### src/shared/core_memory_cycle_control_regs.vh
// timing, field and code constants for the core memory cycle controller
`ifndef CORE_MEMORY_CYCLE_CONTROL_REGS_VH
`define CORE_MEMORY_CYCLE_CONTROL_REGS_VH

// clock period in picoseconds (200 MHz)
`define CLK_PERIOD_PS      5000
// memory cycle times in nanoseconds
`define FULL_CYCLE_NS      950
`define HALF_CYCLE_NS      500
`define IR_LOAD_NS         475
// cycle counts derived from the times (least times round up)
`define FULL_CYCLE_CLKS    ((`FULL_CYCLE_NS * 1000 + `CLK_PERIOD_PS - 1) / `CLK_PERIOD_PS)
`define HALF_CYCLE_CLKS    ((`HALF_CYCLE_NS * 1000 + `CLK_PERIOD_PS - 1) / `CLK_PERIOD_PS)
`define IR_LOAD_CLKS       ((`IR_LOAD_NS * 1000 + `CLK_PERIOD_PS - 1) / `CLK_PERIOD_PS)
// power guard settling delay in cycles
`define GUARD_DELAY_CLKS   64
// location bus fields
`define LOC_WIDTH          15
`define LOC_WORD_MSB       11
`define LOC_STACK_BIT      12
`define LOC_INC_LSB        13
`define LOC_INC_MSB        14
// instruction word fields
`define INS_INDIRECT_BIT   15
`define INS_STORE_BIT      14
`define INS_MEMREF_BIT     13
// operation codes on the cycle request port
`define OP_FETCH           2'h0
`define OP_TRAP_WRITE      2'h1

`endif

### src/design/core_memory_cycle_control.v
// core memory cycle sequencer: fetch, indirect, operand and power guard
`timescale 1ns/1ps
`include "core_memory_cycle_control_regs.vh"

module core_memory_cycle_control #(
    parameter INCREMENTS = 8,                     // fitted increments
    parameter GUARD_DELAY = `GUARD_DELAY_CLKS     // power guard delay
) (
    input  wire        sys_clk_i,                 // system clock
    input  wire        reset_n_i,                 // sync reset, low
    input  wire        run_i,                     // run, else step mode
    input  wire        trap_req_i,                // trap-in write request
    input  wire [14:0] trap_addr_i,               // trap-in location
    input  wire [15:0] trap_data_i,               // trap-in word
    input  wire [14:0] start_addr_i,              // first fetch location
    input  wire [15:0] store_data_i,              // operand to store
    input  wire        sensed_logic_supply_i,     // supply present, pin
    input  wire [15:0] word_bus_n_i,              // word bus in, low=1
    output reg  [14:0] location_bus_o,            // location bus
    output reg  [15:0] word_bus_n_o,              // word bus out, low=1
    output reg         word_bus_oe_o,             // word bus driven
    output reg  [7:0]  start_pulse_o,             // per-increment start
    output reg         clear_write_o,             // 1 clear/write
    output reg         half_cycle_o,              // 1 half cycle
    output reg         data_guard_o,              // 1 inhibit drive
    output reg  [15:0] instruction_o,             // instruction register
    output reg  [15:0] operand_o,                 // operand holding reg
    output reg         execute_o,                 // execute phase pulse
    output wire        instruction_cycle_o,       // fetch cycle active
    output wire        instruction_address_phase_o, // fetch second half
    output wire        operand_cycle_o,           // operand cycle active
    output wire        indirect_address_cycle_o,  // address cycle active
    output reg         timing_control_release_o,  // guard output one
    output reg         data_guard_release_o,      // guard output two
    output reg         system_restart_release_o   // guard output three
);

    // cycle lengths in clocks
    localparam integer FULL_INT  = `FULL_CYCLE_CLKS;   // full cycle clocks
    localparam integer HALF_INT  = `HALF_CYCLE_CLKS;   // half cycle clocks
    localparam integer LOAD_INT  = `IR_LOAD_CLKS;      // read sample clock
    localparam integer GUARD_INT = GUARD_DELAY;        // guard settle clocks
    // counter-width copies, cut on purpose
    localparam [7:0]  FULL_CLKS  = FULL_INT[7:0];
    localparam [7:0]  HALF_CLKS  = HALF_INT[7:0];
    localparam [7:0]  LOAD_CLKS  = LOAD_INT[7:0];
    localparam [15:0] GUARD_CLKS = GUARD_INT[15:0];

    // one-hot sequencer states
    localparam [5:0] ST_IDLE  = 6'h01;            // waiting for run
    localparam [5:0] ST_FETCH = 6'h02;            // instruction cycle
    localparam [5:0] ST_ADDR  = 6'h04;            // indirect address cycle
    localparam [5:0] ST_OPER  = 6'h08;            // operand cycle
    localparam [5:0] ST_TRAP  = 6'h10;            // trap-in half write
    localparam [5:0] ST_GAP   = 6'h20;            // start pulse setup

    // decode increment select bits to a one-hot start pulse
    function [7:0] inc_decode;
        input [14:0] loc;
        begin
            inc_decode = 8'h01 << loc[`LOC_INC_MSB:`LOC_INC_LSB];
        end
    endfunction

    // registers of the sequencer
    reg  [5:0]  state;                            // current state
    reg  [5:0]  ret_state;                        // state after gap
    reg  [7:0]  phase_cnt;                        // clocks into cycle
    reg  [14:0] location;                         // location register
    reg  [14:0] program_cnt;                      // next instruction loc
    reg  [14:0] oper_addr;                        // operand address
    reg         cur_store;                        // current op stores
    reg         cur_write;                        // cycle is clear/write
    reg         cur_half;                         // cycle is half length
    reg         pend_exec;                        // operand awaits execute
    reg         trap_pend;                        // trap-in waiting
    reg  [14:0] trap_loc;                         // held trap location
    reg  [15:0] trap_word;                        // held trap word
    // power guard
    reg         supply_meta;                      // sync stage one
    reg         supply_sync;                      // sync stage two
    reg  [15:0] guard_cnt;                        // settle counter
    reg         guard_on;                         // memory enabled

    // cycle end and sample points
    wire [7:0]  cyc_len = cur_half ? HALF_CLKS : FULL_CLKS;
    wire        cyc_end = (phase_cnt == cyc_len - 8'h01);
    wire        load_pt = (phase_cnt == LOAD_CLKS - 8'h01);
    // last clock of a trap-in write, pending trap consumed here
    wire        trap_done = (state == ST_TRAP) && cyc_end;
    wire        second_half = (phase_cnt >= LOAD_CLKS);
    wire [15:0] read_word = ~word_bus_n_i;        // low level is one

    // phase indications
    assign instruction_cycle_o = (state == ST_FETCH);
    assign instruction_address_phase_o = (state == ST_FETCH) && second_half;
    assign operand_cycle_o = (state == ST_OPER);
    assign indirect_address_cycle_o = (state == ST_ADDR);

    // power guard: synchronise supply sense
    always @(posedge sys_clk_i) begin
        if (!reset_n_i) begin
            supply_meta <= 1'b0;
            supply_sync <= 1'b0;
        end else begin
            supply_meta <= sensed_logic_supply_i;
            supply_sync <= supply_meta;
        end
    end

    // power guard: delayed enable on both edges of supply
    always @(posedge sys_clk_i) begin
        if (!reset_n_i) begin
            guard_cnt <= 16'h0000;
            guard_on  <= 1'b0;
        end else if (supply_sync == guard_on) begin
            guard_cnt <= 16'h0000;                // stable, no change
        end else if (guard_cnt == GUARD_CLKS - 16'h0001) begin
            guard_cnt <= 16'h0000;
            guard_on  <= supply_sync;
        end else begin
            guard_cnt <= guard_cnt + 16'h0001;
        end
    end

    // power guard outputs follow the delayed enable
    always @(posedge sys_clk_i) begin
        if (!reset_n_i) begin
            timing_control_release_o <= 1'b0;
            data_guard_release_o     <= 1'b0;
            system_restart_release_o <= 1'b0;
        end else begin
            timing_control_release_o <= guard_on;
            data_guard_release_o     <= guard_on;
            system_restart_release_o <= guard_on;
        end
    end

    // trap-in request capture, set wins over consumption
    always @(posedge sys_clk_i) begin
        if (!reset_n_i) begin
            trap_pend <= 1'b0;
            trap_loc  <= 15'h0000;
            trap_word <= 16'h0000;
        end else if (trap_req_i && (!trap_pend || trap_done)) begin
            // a request landing on the consuming clock is kept
            trap_pend <= 1'b1;
            trap_loc  <= trap_addr_i;
            trap_word <= trap_data_i;
        end else if (trap_done) begin
            trap_pend <= 1'b0;
        end
    end

    // main sequencer
    always @(posedge sys_clk_i) begin
        if (!reset_n_i) begin
            state         <= ST_IDLE;
            ret_state     <= ST_FETCH;
            phase_cnt     <= 8'h00;
            location      <= 15'h0000;
            program_cnt   <= 15'h0000;
            oper_addr     <= 15'h0000;
            cur_store     <= 1'b0;
            cur_write     <= 1'b0;
            cur_half      <= 1'b0;
            pend_exec     <= 1'b0;
            instruction_o <= 16'h0000;
            operand_o     <= 16'h0000;
            execute_o     <= 1'b0;
        end else begin
            execute_o <= 1'b0;
            case (state)
            ST_IDLE: begin
                // wait for power guard, then a pending trap-in or run, before cycling
                phase_cnt <= 8'h00;
                if (guard_on && trap_pend) begin
                    location  <= trap_loc;
                    cur_write <= 1'b1;
                    cur_half  <= 1'b1;            // half only for trap
                    ret_state <= ST_TRAP;
                    state     <= ST_GAP;
                end else if (guard_on && run_i) begin
                    location    <= start_addr_i;
                    program_cnt <= start_addr_i + 15'h0001;
                    cur_write   <= 1'b0;
                    cur_half    <= 1'b0;
                    ret_state   <= ST_FETCH;
                    state       <= ST_GAP;
                end
            end
            ST_GAP: begin
                // location settles one clock before the start pulse
                phase_cnt <= 8'h00;
                state     <= ret_state;
            end
            ST_FETCH: begin
                phase_cnt <= phase_cnt + 8'h01;
                if (phase_cnt == 8'h00 && pend_exec) begin
                    execute_o <= 1'b1;            // prior operand used
                    pend_exec <= 1'b0;
                end
                if (load_pt) begin
                    instruction_o <= read_word;
                    cur_store <= read_word[`INS_STORE_BIT];
                    // operand address formed in address phase
                    oper_addr <= {3'h0, read_word[11:0]} |
                                 (location & 15'h7000);
                end
                if (cyc_end) begin
                    phase_cnt <= 8'h00;
                    if (!instruction_o[`INS_MEMREF_BIT]) begin
                        location    <= program_cnt;
                        program_cnt <= program_cnt + 15'h0001;
                        pend_exec   <= 1'b1;
                        state <= run_i ? ST_FETCH : ST_IDLE;
                    end else begin
                        location <= oper_addr;
                        if (instruction_o[`INS_INDIRECT_BIT]) begin
                            cur_write <= 1'b0;
                            state     <= ST_ADDR;
                        end else begin
                            cur_write <= cur_store;
                            state     <= ST_OPER; // at 950
                        end
                    end
                end
            end
            ST_ADDR: begin
                phase_cnt <= phase_cnt + 8'h01;
                if (load_pt) begin
                    operand_o <= read_word;       // indirect word
                end
                if (cyc_end) begin
                    phase_cnt <= 8'h00;
                    location  <= operand_o[14:0]; // resolved address
                    if (!operand_o[`INS_INDIRECT_BIT]) begin
                        cur_write <= cur_store;
                        state     <= ST_OPER;
                    end
                end
            end
            ST_OPER: begin
                phase_cnt <= phase_cnt + 8'h01;
                if (load_pt && !cur_write) begin
                    operand_o <= read_word;       // holding register
                end
                if (cyc_end) begin
                    phase_cnt   <= 8'h00;
                    location    <= program_cnt;   // next fetch at 1900
                    program_cnt <= program_cnt + 15'h0001;
                    pend_exec   <= !cur_write;    // store has none
                    cur_write   <= 1'b0;
                    state <= run_i ? ST_FETCH : ST_IDLE;
                end
            end
            ST_TRAP: begin
                phase_cnt <= phase_cnt + 8'h01;
                if (cyc_end) begin
                    phase_cnt <= 8'h00;
                    cur_write <= 1'b0;
                    cur_half  <= 1'b0;
                    state     <= ST_IDLE;
                end
            end
            default: begin
                state <= ST_IDLE;
            end
            endcase
        end
    end

    // memory control lines and buses, registered
    always @(posedge sys_clk_i) begin
        if (!reset_n_i) begin
            location_bus_o <= 15'h0000;
            word_bus_n_o   <= 16'hffff;
            word_bus_oe_o  <= 1'b0;
            start_pulse_o  <= 8'h00;
            clear_write_o  <= 1'b0;
            half_cycle_o   <= 1'b0;
            data_guard_o   <= 1'b1;
        end else begin
            location_bus_o <= location;           // high is one
            clear_write_o  <= cur_write;
            half_cycle_o   <= cur_half;
            // guard held while memory is disabled or idle
            data_guard_o   <= !guard_on || (state == ST_IDLE);
            // single start pulse at cycle origin only
            if (phase_cnt == 8'h00 && state != ST_IDLE && state != ST_GAP &&
                guard_on &&
                location[`LOC_INC_MSB:`LOC_INC_LSB] < INCREMENTS)
                start_pulse_o <= inc_decode(location);
            else
                start_pulse_o <= 8'h00;
            // drive word bus during clear/write cycles
            if (state == ST_TRAP) begin
                word_bus_n_o  <= ~trap_word;
                word_bus_oe_o <= 1'b1;
            end else if (state == ST_OPER && cur_write) begin
                word_bus_n_o  <= ~store_data_i;
                word_bus_oe_o <= 1'b1;
            end else begin
                word_bus_n_o  <= 16'hffff;
                word_bus_oe_o <= 1'b0;
            end
        end
    end

endmodule // core_memory_cycle_control

### config.mk
export PLATFORM = sky130hd
export DESIGN_NAME = core_memory_cycle_control
export DESIGN_NICKNAME = d
export VERILOG_FILES = /design/src/design/core_memory_cycle_control.v
export VERILOG_INCLUDE_DIRS = /design/src /design/src/shared
export SDC_FILE = /design/constraint.sdc
export NUM_CORES = 1
export LEC_CHECK = 0
export BUFFER_PORTS_ARGS = -buffer_cell sky130_fd_sc_hd__buf_4
export CAP_MARGIN = 20
export CELL_PAD_IN_SITES_DETAIL_PLACEMENT = 2
export CELL_PAD_IN_SITES_GLOBAL_PLACEMENT = 2
export CORE_MARGIN = 4
export CORE_UTILIZATION = 34
export CTS_CLUSTER_DIAMETER = 40
export DETAILED_ROUTE_END_ITERATION = 10
export PLACE_DENSITY_LB_ADDON = 0.1
export SLEW_MARGIN = 5
export SYNTH_ARGS = -nofsm -noshare
export SYNTH_HDL_FRONTEND = slang
export SYNTH_SLANG_ARGS = --single-unit
### constraint.sdc
create_clock -name sys_clk_i -period 9.1 [get_ports sys_clk_i]
set_clock_uncertainty 0.15 [all_clocks]
set_input_delay 1.82 -clock sys_clk_i [delete_from_list [all_inputs] [get_ports sys_clk_i]]
set_output_delay 1.82 -clock sys_clk_i [all_outputs]
set_load 0.02 [all_outputs]
==> summary.txt <==
Flop pwr share - 43.9%
Switching Fraction - 31.33%
vias per cell - 5.379
met2 Usage GRT - 41.27%
Setup TNS Final - 0 ns
Critical Path RT - 7.13 ns
dpl ws - 4.681 ns
diodes inserted - 0
die area - 26,250 um2
Final Hold Fails - 0
Area Growth Syn to Fin - 23.24%
clk root buf - clkbuf_16
nets - 1,174
Hold Path Class - reg2reg
ys flop type - dfxtp_1
clock sinks - 176
Clk Latency, worst-skew pair - 0.44 ns
internal power - 1.279 mW
IO Pins - 166
Clock transition at path regs - 0.07 ns
met3 global-route usage - 4.009%
number of synthesized flops with an enable pin - 0
CP Class - reg2out
crit path DAT - 2.07 ns
DR pass1 iterations - 5
worst-path maximum fanout - 9
GR Util met1 - 28.66%
relative slew slack - 35.96%
DR vias - 7,628
GP Congestion - 0.8171
Combinational Power Share - 16.0%
Netlist cell types - 72
Syn Inst Count - 977
post_cts resized - 0
most common cell after layout, fill and taps aside - nand2_1
ANT nets after route - 0
delay-heaviest family, CP - simple AND/OR/NAND/NOR gates
CTS tree - built
average wire per standard cell - 21.04 um
Pins Over Slew Limit - 0
Die Y - 162.0 um
final non-filler cell total - 1,418
Initial Utilization - 34.46%
Die W - 162.0 um
placed insts - 1,385
port bufs - 161
Core ar. - 23,400 um2
unrepaired setup endpoints after global routing - no
GRT Residual Overflow - 0
H-tree levels - 4
final instance area - 9938 um2
Crit. End Element - output pin
DP HPWL - 21,400 um
crit-path max cell delay - 0.61 ns
outcome - finished clean
# rows - 56
hold bufs inserted after CTS - 0
syn avg cell area - 8.254 um2
crit share post-route - 44.36%
ys async rst share - 0%
Longest Clk Path Bufs - 2
cell-by-cell trace of the critical path - or4_4 -> or2_1 -> inv_2 -> buf_4
LEAKAGE - 3.960 nW
power density over cell area - 187.4 nW/um2
post-route minimum period - 4.037 ns
Post-Synthesis Cell Area - 8064 um2
Iter 0 DRT Violations - 462
final setup violation count - 0
Clock power frac - 40.2%
most frequent cells in the layout - 191 x nand2_1, 176 x dfxtp_1, 173 x buf_4
slowest CP cell - or4_4
routed wire length - 29,830 um
peak supply drop - 0.00009484 V
Yosys reg bits - 176
placed standard-cell area - 9334 um2
largest net degree at the start of global routing - 68
fmax - 247.7 MHz
GRT busiest layer - met2
DRC errors left - 0
crit path buf inv count - 2
P_sw - 0.5836 mW
hold_ws - 0.2988 ns
first-pass GRT wire length - 47,160 um
GRT Overall Usage - 22.80%
Slew @ Worst Pin - 0.9595 ns
antenna violations before repair - 0
sequential area share after synthesis - 43.69%
setup ws final - 5.063 ns
layout cell share with drive strength beyond 1 - 22.38%
crit start category - flip-flop
Max-Cap Viols - 0
vias in the first global route - 8,262
TritonCTS buffer count - 17
# Post-CTS Setup Buffers - 0
YS warnings - 0
-- metrics by stage --
stage	utilization [%]	power, mW
after floorplan	-	1.019
after global placement	39.88	1.122
after detailed placement	39.88	1.131
after CTS	42.40	1.882
after global routing	42.47	1.942
final	42.47	1.863
-- worst paths after layout --
kind / startpoint / end / slack [ns] / cells after the start
worst min-delay path: supply_meta$_SDFF_PN0_ / supply_sync$_SDFF_PN0_ / 0.30 / 1
worst min register to register: supply_meta$_SDFF_PN0_ / supply_sync$_SDFF_PN0_ / 0.30 / 1
worst max register to register: state[2]$_SDFFE_PN0P_ / program_cnt[12]$_SDFFE_PN0P_ / 5.40 / 11
worst max-delay path: state[1]$_SDFFE_PN0P_ / operand_cycle_o / 5.06 / 4
-- synthesized netlist by cell type, types with 15 or more instances --
| cell type | instances | area, um2 |
|---|---|---|
| nor3_1 | 17 | 85.08 |
| xor2_1 | 15 | 131.4 |
| and3_1 | 17 | 106.4 |
| buf_4 | 26 | 195.2 |
| a21oi_1 | 58 | 290.3 |
| a211oi_1 | 40 | 300.3 |
| nand3_1 | 29 | 145.1 |
| clkbuf_1 | 44 | 165.2 |
| nand2_1 | 191 | 716.9 |
| nor2_1 | 92 | 345.3 |
| a222oi_1 | 15 | 150.1 |
| o21ai_0 | 29 | 145.1 |
| dfxtp_1 | 176 | 3523 |
| and2_1 | 22 | 137.6 |
-- state kept, by name, indices dropped and copies added, names as in the netlist, 2 cells and up --
name            cells
word_bus_n_o       16
instruction_o      16
trap_word          16
ret_state           2
location_bus_o     15
location           15
guard_cnt          16
operand_o          16
program_cnt        15
phase_cnt           8
start_pulse_o       4
trap_loc           15
oper_addr           3
state               6
-- per-layer routing --
metal	routed length [um]	share of wire, %
met5	0	0
met4	270	0.91
met3	1021	3.4
met2	15450	52
met1	13080	44
-- logic make-up (layout without fill, tap and decap cells) --
logic type	after synthesis	after routing	share of synthesized area, %
fa+ha+maj	5	5	0.7758
compound gates	228	228	19.91
buf+inv	100	219	6.237
flops	176	176	43.69
xor+xnor	22	22	2.390
simple gates	426	426	24.42
mux	19	19	2.529
other cells	1	4	0.04650
-- power groups by stage --
stage | clock [mW] | combinational [mW] | sequential, mW
detailed placement | 0 | 0.297 | 0.834
CTS | 0.766 | 0.299 | 0.817
floorplan | 0 | 0.198 | 0.821
global placement | 0 | 0.288 | 0.834
global route | 0.794 | 0.329 | 0.820
finish | 0.748 | 0.297 | 0.817
-- final cells by class --
cell class / instances / area (um2)
inverter: 13 / 48.80
clock inverter: 13 / 136.4
timing repair buffer: 174 / 1314
fill: 2709 / 13460
multi-input combinational: 704 / 4064
tap: 319 / 399.1
clock buffer: 19 / 452.9
sequential: 176 / 3523
Power figures use the tool's default switching activity.
